File: config.mk
export PLATFORM = sky130hd
export DESIGN_NAME = xcvr_ctl_top
export DESIGN_NICKNAME = d
export VERILOG_FILES = /design/src/hdl/xcvr_ctl_pkg.sv /design/src/hdl/bond_encoder.sv /design/src/hdl/enable_latch.sv /design/src/hdl/xcvr_ctl_top.sv
export SDC_FILE = /design/constraint.sdc
export NUM_CORES = 1
export LEC_CHECK = 0
export BUFFER_PORTS_ARGS = -buffer_cell sky130_fd_sc_hd__clkbuf_2
export CORE_ASPECT_RATIO = 2
export CORE_MARGIN = 2
export CORE_UTILIZATION = 42
export DETAILED_ROUTE_END_ITERATION = 8
export HOLD_SLACK_MARGIN = 0.15
export PLACE_DENSITY_LB_ADDON = 0.08
export SYNTH_ARGS = -nofsm -noshare
export SYNTH_HDL_FRONTEND = slang
export SYNTH_SLANG_ARGS = --single-unit
File: constraint.sdc
create_clock -name aclk -period 1.9 [get_ports aclk]
set_input_delay 0.095 -clock aclk [delete_from_list [all_inputs] [get_ports aclk]]
set_output_delay 0.095 -clock aclk [all_outputs]
set_load 0.05 [all_outputs]
File: src/hdl/xcvr_ctl_pkg.sv
// Shared constants and types for the transceiver control and status block
`default_nettype none
package xcvr_ctl_pkg;
    // ********************************
    // Sizes
    // ********************************
    localparam int NUM_CH = 4;
    localparam int ADDR_W = 12;
    localparam int RX_EN_STRIDE = 2;

    // ********************************
    // Latch reset values
    // ********************************
    // Drivers enabled, self-test off (high = normal), receivers powered
    localparam logic [7:0] DRIVE_RST = 8'hff;
    localparam logic [7:0] SELFTEST_RST = 8'hff;
    localparam logic [7:0] RXPWR_RST = 8'hff;

    // ********************************
    // Multi-chip bond state codes
    // ********************************
    typedef enum logic [1:0] {
        BOND_SYNC = 2'h0,
        BOND_INSERT = 2'h1,
        BOND_DELETE = 2'h2,
        BOND_NORMAL = 2'h3
    } bond_code_t;

    // ********************************
    // Register map
    // ********************************
    localparam logic [ADDR_W-1:0] OFS_LATCH = 12'h000;
    localparam logic [ADDR_W-1:0] OFS_LINK = 12'h004;
    localparam logic [ADDR_W-1:0] OFS_IRQ_STAT = 12'h008;
    localparam logic [ADDR_W-1:0] OFS_IRQ_MASK = 12'h00c;
    localparam logic [ADDR_W-1:0] OFS_CTRL = 12'h010;
    localparam int FLD_DRIVE_LSB = 0;
    localparam int FLD_SELFTEST_LSB = 8;
    localparam int FLD_RXPWR_LSB = 16;
    localparam int FLD_FAULT_LSB = 0;
    localparam int FLD_BONDRX_LSB = 4;
    localparam int FLD_BONDDRV_BIT = 6;
    localparam int IRQ_BOND_BIT = 4;
    localparam int CTRL_ALLOW_BIT = 0;
    localparam logic [4:0] IRQ_MASK_RST = 5'h00;
    localparam logic CTRL_ALLOW_RST = 1'b1;
    localparam logic [1:0] RESP_OKAY = 2'h0;
    localparam logic [1:0] RESP_SLVERR = 2'h2;
endpackage
`default_nettype wire

File: src/hdl/bond_encoder.sv
// Master-side bond state encoder and open-drain drive control
`default_nettype none
module bond_encoder
    import xcvr_ctl_pkg::*;
(
    // Clock and reset
    input wire logic aclk,
    input wire logic aresetn,
    // Channel choice and drive permission
    input wire logic sel_b,
    input wire logic sel_d,
    input wire logic drive_en,
    // Elastic buffer events per channel
    input wire logic [NUM_CH-1:0] word_sync,
    input wire logic [NUM_CH-1:0] eb_insert,
    input wire logic [NUM_CH-1:0] eb_delete,
    // Registered result
    output bond_code_t code,
    output logic [1:0] pin_oe
);
    logic [1:0] ch;
    bond_code_t code_nxt;
    bond_code_t code_r;
    logic [1:0] oe_r;

    assign ch = {sel_d, sel_b};

    // Sync outranks buffer adjustments, so slaves realign first
    always_comb begin
        if (word_sync[ch]) begin
            code_nxt = BOND_SYNC;
        end else if (eb_insert[ch]) begin
            code_nxt = BOND_INSERT;
        end else if (eb_delete[ch]) begin
            code_nxt = BOND_DELETE;
        end else begin
            code_nxt = BOND_NORMAL;
        end
    end

    always_ff @(posedge aclk) begin
        if (!aresetn) begin
            code_r <= BOND_NORMAL;
        end else begin
            code_r <= code_nxt;
        end
    end

    // Open drain: pull low for a zero bit only while allowed to drive
    always_ff @(posedge aclk) begin
        if (!aresetn) begin
            oe_r <= 2'h0;
        end else if (drive_en) begin
            oe_r <= ~code_nxt;
        end else begin
            oe_r <= 2'h0;
        end
    end

    assign code = code_r;
    assign pin_oe = oe_r;
endmodule
`default_nettype wire

File: src/hdl/enable_latch.sv
// Clocked stand-in for one transparent enable latch fed by the shared bus
`default_nettype none
module enable_latch
    import xcvr_ctl_pkg::*;
#(
    parameter logic [7:0] RST_VAL = 8'hff
) (
    // Clock and reset
    input wire logic aclk,
    input wire logic aresetn,
    input wire logic dev_reset_n,
    // Bus side
    input wire logic latch_open,
    input wire logic [7:0] enable_bus,
    // Held value
    output logic [7:0] q
);
    logic [7:0] q_r;

    // Open follows the bus, closed holds; device reset acts only when closed
    always_ff @(posedge aclk) begin
        if (!aresetn) begin
            q_r <= RST_VAL;
        end else if (latch_open) begin
            q_r <= enable_bus;
        end else if (!dev_reset_n) begin
            q_r <= RST_VAL;
        end
    end

    assign q = q_r;

    a_latch_follows: assert property (
        @(posedge aclk) disable iff (!aresetn)
        latch_open |=> q_r == $past(enable_bus))
        else $error("latch did not follow the bus while open");
    a_latch_holds: assert property (
        @(posedge aclk) disable iff (!aresetn)
        !latch_open && dev_reset_n |=> $stable(q_r))
        else $error("closed latch changed value");
endmodule
`default_nettype wire

File: src/hdl/xcvr_ctl_top.sv
// Enable latches, link fault outputs and multi-chip bond state pins
// Operation
// - The drive latch follows the enable bus while open, then holds.
// - The self-test latch follows the enable bus while open, then holds.
// - The receive power latch follows the enable bus while open, then holds.
// - Each receive channel has its own active-low link fault output.
// - A fault shows on frequency, amplitude, density or channel disabled.
// - The channel-disabled fault term passes with no synchroniser.
// - The bond state bus serves only bonded multi-device setups.
// - Bond state pins change with the receive parallel output timing.
// - The master encodes the buffer state of the channel two pins select.
// - Codes: 00 sync, 01 insert, 10 delete, 11 normal data.
// - Bond pins are driven only as master, all bonded, on reference clock.
// - A high drive latch bit enables a driver; device reset re-enables all while the latch is closed.
// - A low self-test latch bit runs the test sequence, high is normal.
// - The active-low primary select makes this device the bond master.
`default_nettype none
module xcvr_ctl_top
    import xcvr_ctl_pkg::*;
(
    // Clock and reset
    input wire logic aclk,
    input wire logic aresetn,
    // AXI4-Lite write
    input wire logic awvalid,
    output logic awready,
    input wire logic [ADDR_W-1:0] awaddr,
    input wire logic [2:0] awprot,
    input wire logic wvalid,
    output logic wready,
    input wire logic [31:0] wdata,
    input wire logic [3:0] wstrb,
    output logic bvalid,
    input wire logic bready,
    output logic [1:0] bresp,
    // AXI4-Lite read
    input wire logic arvalid,
    output logic arready,
    input wire logic [ADDR_W-1:0] araddr,
    input wire logic [2:0] arprot,
    output logic rvalid,
    input wire logic rready,
    output logic [31:0] rdata,
    output logic [1:0] rresp,
    // Interrupt
    output logic irq,
    // Enable latches
    input wire logic [7:0] shared_enable_bus,
    input wire logic drive_latch_open,
    input wire logic selftest_latch_open,
    input wire logic rx_power_latch_open,
    input wire logic test_and_device_reset_n,
    output logic [7:0] serial_drive_en,
    output logic [7:0] selftest_en_n,
    output logic [NUM_CH-1:0] rx_channel_en,
    // Link quality conditions and fault outputs
    input wire logic [NUM_CH-1:0] freq_out_of_range,
    input wire logic [NUM_CH-1:0] amplitude_low,
    input wire logic [NUM_CH-1:0] density_low,
    output logic link_fault_n_a,
    output logic link_fault_n_b,
    output logic link_fault_n_c,
    output logic link_fault_n_d,
    // Bonding
    input wire logic primary_select_n,
    input wire logic all_channels_bonded,
    input wire logic rx_clock_is_ref,
    input wire logic primary_channel_sel_b,
    input wire logic primary_channel_sel_d,
    input wire logic [NUM_CH-1:0] word_sync_seen,
    input wire logic [NUM_CH-1:0] eb_insert_req,
    input wire logic [NUM_CH-1:0] eb_delete_req,
    input wire logic [1:0] multichip_bond_state_i,
    output logic [1:0] multichip_bond_state_o,
    output logic [1:0] multichip_bond_state_oe,
    output logic [1:0] bond_state_seen
);
    // ********************************
    // Enable latches
    // ********************************
    logic [7:0] drive_q;
    logic [7:0] selftest_q;
    logic [7:0] rxpwr_q;
    logic [NUM_CH-1:0] rx_en;

    enable_latch #(.RST_VAL(DRIVE_RST)) u_drive (
        .aclk(aclk),
        .aresetn(aresetn),
        .dev_reset_n(test_and_device_reset_n),
        .latch_open(drive_latch_open),
        .enable_bus(shared_enable_bus),
        .q(drive_q)
    );

    // Self-test enable latch, low bit selects the test
    enable_latch #(.RST_VAL(SELFTEST_RST)) u_selftest (
        .aclk(aclk),
        .aresetn(aresetn),
        .dev_reset_n(test_and_device_reset_n),
        .latch_open(selftest_latch_open),
        .enable_bus(shared_enable_bus),
        .q(selftest_q)
    );

    enable_latch #(.RST_VAL(RXPWR_RST)) u_rxpwr (
        .aclk(aclk),
        .aresetn(aresetn),
        .dev_reset_n(test_and_device_reset_n),
        .latch_open(rx_power_latch_open),
        .enable_bus(shared_enable_bus),
        .q(rxpwr_q)
    );

    assign serial_drive_en = drive_q;
    assign selftest_en_n = selftest_q;

    // ********************************
    // Link fault per channel
    // ********************************
    logic [NUM_CH-1:0] fault_n_r;
    logic [NUM_CH-1:0] fault_q;
    logic [NUM_CH-1:0] fault_rise;

    genvar g;
    generate
        for (g = 0; g < NUM_CH; g++) begin : g_ch
            assign rx_en[g] = rxpwr_q[g*RX_EN_STRIDE];
            always_ff @(posedge aclk) begin
                if (!aresetn) begin
                    fault_n_r[g] <= 1'b1;
                end else begin
                    fault_n_r[g] <= !(freq_out_of_range[g] ||
                        amplitude_low[g] || density_low[g] || !rx_en[g]);
                end
            end
            assign fault_rise[g] = !fault_n_r[g] && !fault_q[g];
        end
    endgenerate

    assign rx_channel_en = rx_en;

    always_ff @(posedge aclk) begin
        if (!aresetn) begin
            fault_q <= '0;
        end else begin
            fault_q <= ~fault_n_r;
        end
    end

    assign link_fault_n_a = fault_n_r[0];
    assign link_fault_n_b = fault_n_r[1];
    assign link_fault_n_c = fault_n_r[2];
    assign link_fault_n_d = fault_n_r[3];

    // ********************************
    // Bond state bus
    // ********************************
    logic ctrl_allow_r;
    logic bond_drive;
    logic [1:0] bond_oe;
    logic [1:0] bond_o_r;
    logic [1:0] bond_rx_r;
    logic [1:0] bond_rx_q;

    // Drive only as master, fully bonded, on ref clock
    assign bond_drive = !primary_select_n && all_channels_bonded &&
        rx_clock_is_ref && ctrl_allow_r;

    // One register stage, same as the rx data path
    bond_encoder u_bond (
        .aclk(aclk),
        .aresetn(aresetn),
        .sel_b(primary_channel_sel_b),
        .sel_d(primary_channel_sel_d),
        .drive_en(bond_drive),
        .word_sync(word_sync_seen),
        .eb_insert(eb_insert_req),
        .eb_delete(eb_delete_req),
        .code(),
        .pin_oe(bond_oe)
    );

    // Pin value is always low; only the enables carry the code
    always_ff @(posedge aclk) begin
        if (!aresetn) begin
            bond_o_r <= 2'h0;
        end else begin
            bond_o_r <= 2'h0;
        end
    end

    always_ff @(posedge aclk) begin
        if (!aresetn) begin
            bond_rx_r <= BOND_NORMAL;
            bond_rx_q <= BOND_NORMAL;
        end else begin
            bond_rx_r <= multichip_bond_state_i;
            bond_rx_q <= bond_rx_r;
        end
    end

    assign multichip_bond_state_o = bond_o_r;
    assign multichip_bond_state_oe = bond_oe;
    assign bond_state_seen = bond_rx_r;

    // ********************************
    // AXI4-Lite slave
    // ********************************
    logic awready_r;
    logic wready_r;
    logic bvalid_r;
    logic [1:0] bresp_r;
    logic arready_r;
    logic rvalid_r;
    logic [31:0] rdata_r;
    logic [1:0] rresp_r;
    logic [ADDR_W-1:0] aw_addr_r;
    logic [31:0] w_data_r;
    logic [3:0] w_strb_r;
    logic wr_go;
    logic rd_go;
    logic [4:0] irq_mask_r;
    logic [4:0] irq_mask_nxt;
    logic [4:0] irq_stat_r;
    logic [4:0] irq_stat_nxt;
    logic irq_r;

    // Address and data may arrive in either order; both must be held
    assign wr_go = !awready_r && !wready_r && !bvalid_r;
    assign rd_go = arvalid && arready_r;

    always_ff @(posedge aclk) begin
        if (!aresetn) begin
            awready_r <= 1'b1;
        end else if (awvalid && awready_r) begin
            awready_r <= 1'b0;
        end else if (bvalid_r && bready) begin
            awready_r <= 1'b1;
        end
    end

    always_ff @(posedge aclk) begin
        if (!aresetn) begin
            aw_addr_r <= '0;
        end else if (awvalid && awready_r) begin
            aw_addr_r <= awaddr;
        end
    end

    always_ff @(posedge aclk) begin
        if (!aresetn) begin
            wready_r <= 1'b1;
        end else if (wvalid && wready_r) begin
            wready_r <= 1'b0;
        end else if (bvalid_r && bready) begin
            wready_r <= 1'b1;
        end
    end

    always_ff @(posedge aclk) begin
        if (!aresetn) begin
            w_data_r <= '0;
            w_strb_r <= '0;
        end else if (wvalid && wready_r) begin
            w_data_r <= wdata;
            w_strb_r <= wstrb;
        end
    end

    always_ff @(posedge aclk) begin
        if (!aresetn) begin
            bvalid_r <= 1'b0;
            bresp_r <= RESP_OKAY;
        end else if (wr_go) begin
            bvalid_r <= 1'b1;
            if (aw_addr_r == OFS_IRQ_MASK || aw_addr_r == OFS_CTRL) begin
                bresp_r <= RESP_OKAY;
            end else begin
                bresp_r <= RESP_SLVERR;
            end
        end else if (bvalid_r && bready) begin
            bvalid_r <= 1'b0;
        end
    end

    // Only the low byte holds writable bits
    always_ff @(posedge aclk) begin
        if (!aresetn) begin
            irq_mask_r <= IRQ_MASK_RST;
            ctrl_allow_r <= CTRL_ALLOW_RST;
        end else if (wr_go && w_strb_r[0]) begin
            if (aw_addr_r == OFS_IRQ_MASK) begin
                irq_mask_r <= w_data_r[4:0];
            end
            if (aw_addr_r == OFS_CTRL) begin
                ctrl_allow_r <= w_data_r[CTRL_ALLOW_BIT];
            end
        end
    end

    always_ff @(posedge aclk) begin
        if (!aresetn) begin
            arready_r <= 1'b1;
        end else if (rd_go) begin
            arready_r <= 1'b0;
        end else if (rvalid_r && rready) begin
            arready_r <= 1'b1;
        end
    end

    always_ff @(posedge aclk) begin
        if (!aresetn) begin
            rvalid_r <= 1'b0;
            rdata_r <= '0;
            rresp_r <= RESP_OKAY;
        end else if (rd_go) begin
            rvalid_r <= 1'b1;
            rresp_r <= RESP_OKAY;
            rdata_r <= '0;
            case (araddr)
                OFS_LATCH: begin
                    rdata_r[FLD_DRIVE_LSB +: 8] <= drive_q;
                    rdata_r[FLD_SELFTEST_LSB +: 8] <= selftest_q;
                    rdata_r[FLD_RXPWR_LSB +: 8] <= rxpwr_q;
                end
                OFS_LINK: begin
                    rdata_r[FLD_FAULT_LSB +: NUM_CH] <= ~fault_n_r;
                    rdata_r[FLD_BONDRX_LSB +: 2] <= bond_rx_r;
                    rdata_r[FLD_BONDDRV_BIT] <= |bond_oe;
                end
                OFS_IRQ_STAT: begin
                    rdata_r[4:0] <= irq_stat_r;
                end
                OFS_IRQ_MASK: begin
                    rdata_r[4:0] <= irq_mask_r;
                end
                OFS_CTRL: begin
                    rdata_r[CTRL_ALLOW_BIT] <= ctrl_allow_r;
                end
                default: begin
                    rresp_r <= RESP_SLVERR;
                end
            endcase
        end else if (rvalid_r && rready) begin
            rvalid_r <= 1'b0;
        end
    end

    assign awready = awready_r;
    assign wready = wready_r;
    assign bvalid = bvalid_r;
    assign bresp = bresp_r;
    assign arready = arready_r;
    assign rvalid = rvalid_r;
    assign rdata = rdata_r;
    assign rresp = rresp_r;

    // ********************************
    // Interrupt status
    // ********************************
    // Read clears, but an event in the same cycle survives the clear
    always_comb begin
        irq_stat_nxt = irq_stat_r;
        if (rd_go && araddr == OFS_IRQ_STAT) begin
            irq_stat_nxt = 5'h00;
        end
        irq_stat_nxt[NUM_CH-1:0] = irq_stat_nxt[NUM_CH-1:0] | fault_rise;
        irq_stat_nxt[IRQ_BOND_BIT] = irq_stat_nxt[IRQ_BOND_BIT] |
            (bond_rx_r != bond_rx_q);
    end

    always_ff @(posedge aclk) begin
        if (!aresetn) begin
            irq_stat_r <= 5'h00;
            irq_r <= 1'b0;
        end else begin
            irq_stat_r <= irq_stat_nxt;
            irq_r <= |(irq_stat_nxt & irq_mask_nxt);
        end
    end

    // A mask write reaches irq on the same edge, so irq never lags the mask
    assign irq_mask_nxt = (wr_go && w_strb_r[0] && aw_addr_r == OFS_IRQ_MASK)
        ? w_data_r[4:0] : irq_mask_r;

    assign irq = irq_r;

    // ********************************
    // Checks
    // ********************************
    a_drive_follow: assert property (@(posedge aclk) disable iff (!aresetn)
        drive_latch_open |=> serial_drive_en == $past(shared_enable_bus))
        else $error("drive latch did not pass the bus");
    a_selftest_hold: assert property (@(posedge aclk) disable iff (!aresetn)
        $fell(selftest_latch_open) && test_and_device_reset_n
        |=> selftest_en_n == $past(selftest_en_n))
        else $error("self-test latch lost its captured value");
    a_rxpwr_follow: assert property (@(posedge aclk) disable iff (!aresetn)
        rx_power_latch_open ##1 rx_power_latch_open
        |-> rx_channel_en[0] == $past(shared_enable_bus[0]))
        else $error("receive power latch did not follow");
    a_fault_cause: assert property (@(posedge aclk) disable iff (!aresetn)
        freq_out_of_range[1] || amplitude_low[1] || density_low[1]
        |=> !link_fault_n_b)
        else $error("link fault missing for a bad condition");
    a_fault_disable: assert property (@(posedge aclk) disable iff (!aresetn)
        !rx_channel_en[2] |=> !link_fault_n_c)
        else $error("disabled channel shows no link fault");
    a_fault_clear: assert property (@(posedge aclk) disable iff (!aresetn)
        rx_channel_en[0] && !freq_out_of_range[0] && !amplitude_low[0]
        && !density_low[0] |=> link_fault_n_a)
        else $error("link fault set with no cause");
    a_bond_release: assert property (@(posedge aclk) disable iff (!aresetn)
        primary_select_n |=> multichip_bond_state_oe == 2'h0)
        else $error("slave device drove the bond lines");
    a_bond_code: assert property (@(posedge aclk) disable iff (!aresetn)
        bond_drive && word_sync_seen[{primary_channel_sel_d,
        primary_channel_sel_b}] |=> multichip_bond_state_oe == 2'h3)
        else $error("sync code not driven as 00");
    a_bond_gate: assert property (@(posedge aclk) disable iff (!aresetn)
        !all_channels_bonded || !rx_clock_is_ref
        |=> multichip_bond_state_oe == 2'h0)
        else $error("bond lines driven outside bonded reference mode");
    a_irq_level: assert property (@(posedge aclk) disable iff (!aresetn)
        irq == |(irq_stat_r & irq_mask_r))
        else $error("interrupt output disagrees with status and mask");
endmodule
`default_nettype wire

==> metrics <==
largest family of logic cells by synthesized area simple AND/OR/NAND/NOR gates; Clock Latency Late Sink around 0.34 ns; top cells by area, synth dfxtp_1 48%, nor2b_1 9.5%, mux4_2 4.4%, nor3b_1 4.4%, nand2_1 3.9%; Root Buffer clkbuf_16; Initial Util 0.424; clock skew just over 0.009 ns; drt drc 0; Total Neg Setup Slack -0.0649 ns; Via-to-Cell Ratio 4.82; VDD IR max 531 µV; total global routing overflow 0; Post-synth top cells 99 x dfxtp_1, 62 x nor2b_1, 43 x nand2_1; Vias between 3000 and 4000; P_sw 0.00127 W; first-pass GRT wire length about 16000 µm; Fmax 0.509 GHz; CTS tree built; Hold Crit Start aresetn; Compound-Gate Fraction of Synth Area 0.151; CP Launch Type register; setup slack, reg-to-reg -0.06 ns; 1st-pass router iterations 4; top cell type's share of synthesized area 0.485; clk slew on worst S/H paths approximately 0.070 ns; worst hold stages 2; Final HPWL DP 7840 µm; Synth cell types 41; Post-Syn Area per Cell 9.53 µm²; IO Port Bufs 139; Cell Pwr Density about 810 nW/µm²; # setup viols final 1; Total GRT Usage 0.201; yosys warns 0; worst r2r dst irq; Reg2Reg Depth 6; area growth from synthesis to layout 40.4%; Setup Crit Path Kind reg -> reg; Fin. Hold Viols 0; Slew Limit Fails 0; predominant post-synthesis flop cell dfxtp_1; num ports around 190; DP Cell Count just under 700; area share of xor/xnor cells in the synthesized design 0.00429; number of global-route vias before repair ~3400; H-tree depth 3; clk sinks around 100; Core Rows 51; Die Width between 70 and 80 µm; final worst path period need 1.96 ns; count leader, synth dfxtp_1; HP Class in -> reg; largest net degree at the start of global routing 39; internal power 0.00338 W; CP required 2.12 ns; mux cell area share after synthesis 0.0612; CTS buffer count 9; Hold EP ctrl_allow_r; post-route insts no fill 753; Async S/R FF share, synth 0; Post-Synthesis Cell Area 4090 µm²; outcome finished, violations left; RD Place Congestion 0.763; CP endpoint kind register; Post-Synth Adder-Cell Area 0; nets@finish 732; Worst EP arrival 2.19 ns; Lkg Pwr ~2.5 nW; failing checks negative setup slack; FILL cells roughly 870; sw frac 0.273; power consumption between 0.004 and 0.005 W; post-route clock period utilization 1.03; Die Y 144 µm; Simple-Gate Fraction of Synth Area 0.237; Flop pwr share 0.479; die area 10600 µm²; post-synthesis sequential area ratio 0.485; DR iter-0 viols ~140; clock network fraction of total power 0.369; r2r startpoint aw_addr_r[0]; EDFF count, synth 0; RSZ-0062 raised after global routing true; Placeable Area between 9000 and 10000 µm²; Longest Clk Path Bufs 2; WL/cell 14.0 µm; initial antenna violation count 0; area leader, netlist dfxtp_1; post-route ant nets 0; Maximum Capacitance Violations 0; Mapped Cells 429; PnR worst setup slack -0.0649 ns; layout cells sized above 1 0.332; Logic pwr share 0.152; n_diodes 0; Routed WL 10600 µm; Yosys reg bits between 90 and 100; peak fanout along the critical path 4
[cell type report]
cell class	count	area, µm²	area share
Multi-Input combinational cell	292	1960	0.341
Sequential cell	99	1990	0.347
Timing Repair Buffer	204	1300	0.226
Clock buffer	10	239	0.0416
Tap cell	132	165	0.0288
Clock inverter	6	50.0	0.00872
Inverter	10	37.5	0.00654
[sequential cells by signal, indices dropped and copies added, names as in the netlist, 2 cells and up]
register / count
aw_addr_r: 12
irq_stat_r: 5
u_selftest.q: 8
irq_mask_r: 5
bond_state_seen: 2
u_drive.q: 8
fault_q: 4
rdata: 24
bond_rx_q: 2
w_data_r: 5
u_bond.pin_oe: 2
u_rxpwr.q: 8
[power by group through the flow]
stage	clock network (W)	logic, W	registers (W)
2_1_floorplan	0	0.000322	0.00238
3_3_place_gp	0	0.000627	0.00227
3_5_place_dp	0	0.000635	0.00227
4_1_cts	0.00178	0.000707	0.00223
5_1_grt	0.00186	0.000761	0.00224
6_report	0.00172	0.000704	0.00223
[layout by cell type, fill, tap and decap left out, types with 8 or more instances in the layout]
cell type / synthesis / final
dfxtp_1: 99 / 93
nor2b_1: 62 / 62
conb_1: 1 / 12
inv_1: 10 / 10
nor3b_1: 24 / 24
nor2_1: 12 / 12
clkbuf_16: 0 / 9
o21ai_0: 29 / 29
clkbuf_2: 0 / 139
a22oi_1: 21 / 21
dlygate4sd3_1: 0 / 41
a21boi_0: 19 / 19
mux4_2: 8 / 8
a21oi_1: 9 / 9
buf_4: 17 / 23
nand2_1: 43 / 43
[per-stage QoR]
step	hold slack [ns]	setup WS, ns	area, µm²	util
after floorplan	0.184	-0.0472	4160	-
after global placement	0.272	-0.167	4970	0.516
after detailed placement	0.276	-0.214	4970	0.516
after CTS	0.159	-0.0954	5700	0.592
after global routing	0.194	-0.138	5740	0.596
final	0.165	-0.0649	5740	0.596
[critical path, cell delays in order, from the launching register on]
cell and delay [ns]:
dfxtp_2 0.33, nor4_4 0.30, and4_4 0.28, nand3_4 0.11
mux2i_2 0.20, and2b_2 0.24, o41a_1 0.38
[logic make-up (layout without fill, tap and decap cells)]
logic type                Yosys count  after routing
muxes                              15             15
xor gates and xnor gates            2              2
DFF                                99             99
and+or+nand+nor                   170            170
other                               1             12
AOI/OAI and AO/OA                  93             93
buffers and inverters              49            230
[routing by layer]
layer | vias to the layer above | global-route usage | share of wire
met5 | - | 0 | 0
met3 | 19 | 0.0302 | 0.034
li1 | 1831 | - | -
met1 | 1689 | 0.205 | 0.37
met2 | 88 | 0.374 | 0.57
met4 | 0 | 0.106 | 0.027
[worst max-delay path by stage]
stage	depth (start not counted)	endpoint	startpoint	slack, ns
CTS	6	irq	aw_addr_r[7]	-0.1
global route	6	irq	aw_addr_r[0]	-0.14
detailed placement	6	irq	aw_addr_r[0]	-0.21
finish	6	irq	aw_addr_r[0]	-0.06
floorplan	6	irq	wready	-0.05
global placement	6	irq	aw_addr_r[0]	-0.17
[what timing repair did]
item                                    in CTS  in global routing
endpoints found under the hold margin       55                  0
endpoints found under the setup margin       1                  1
setup buffers                                2                  2
hold buffers                                41                  0
pin swaps                                    2                  2
gates resized for setup                      3                  5
Note: power is estimated with default switching activity, not from simulation.
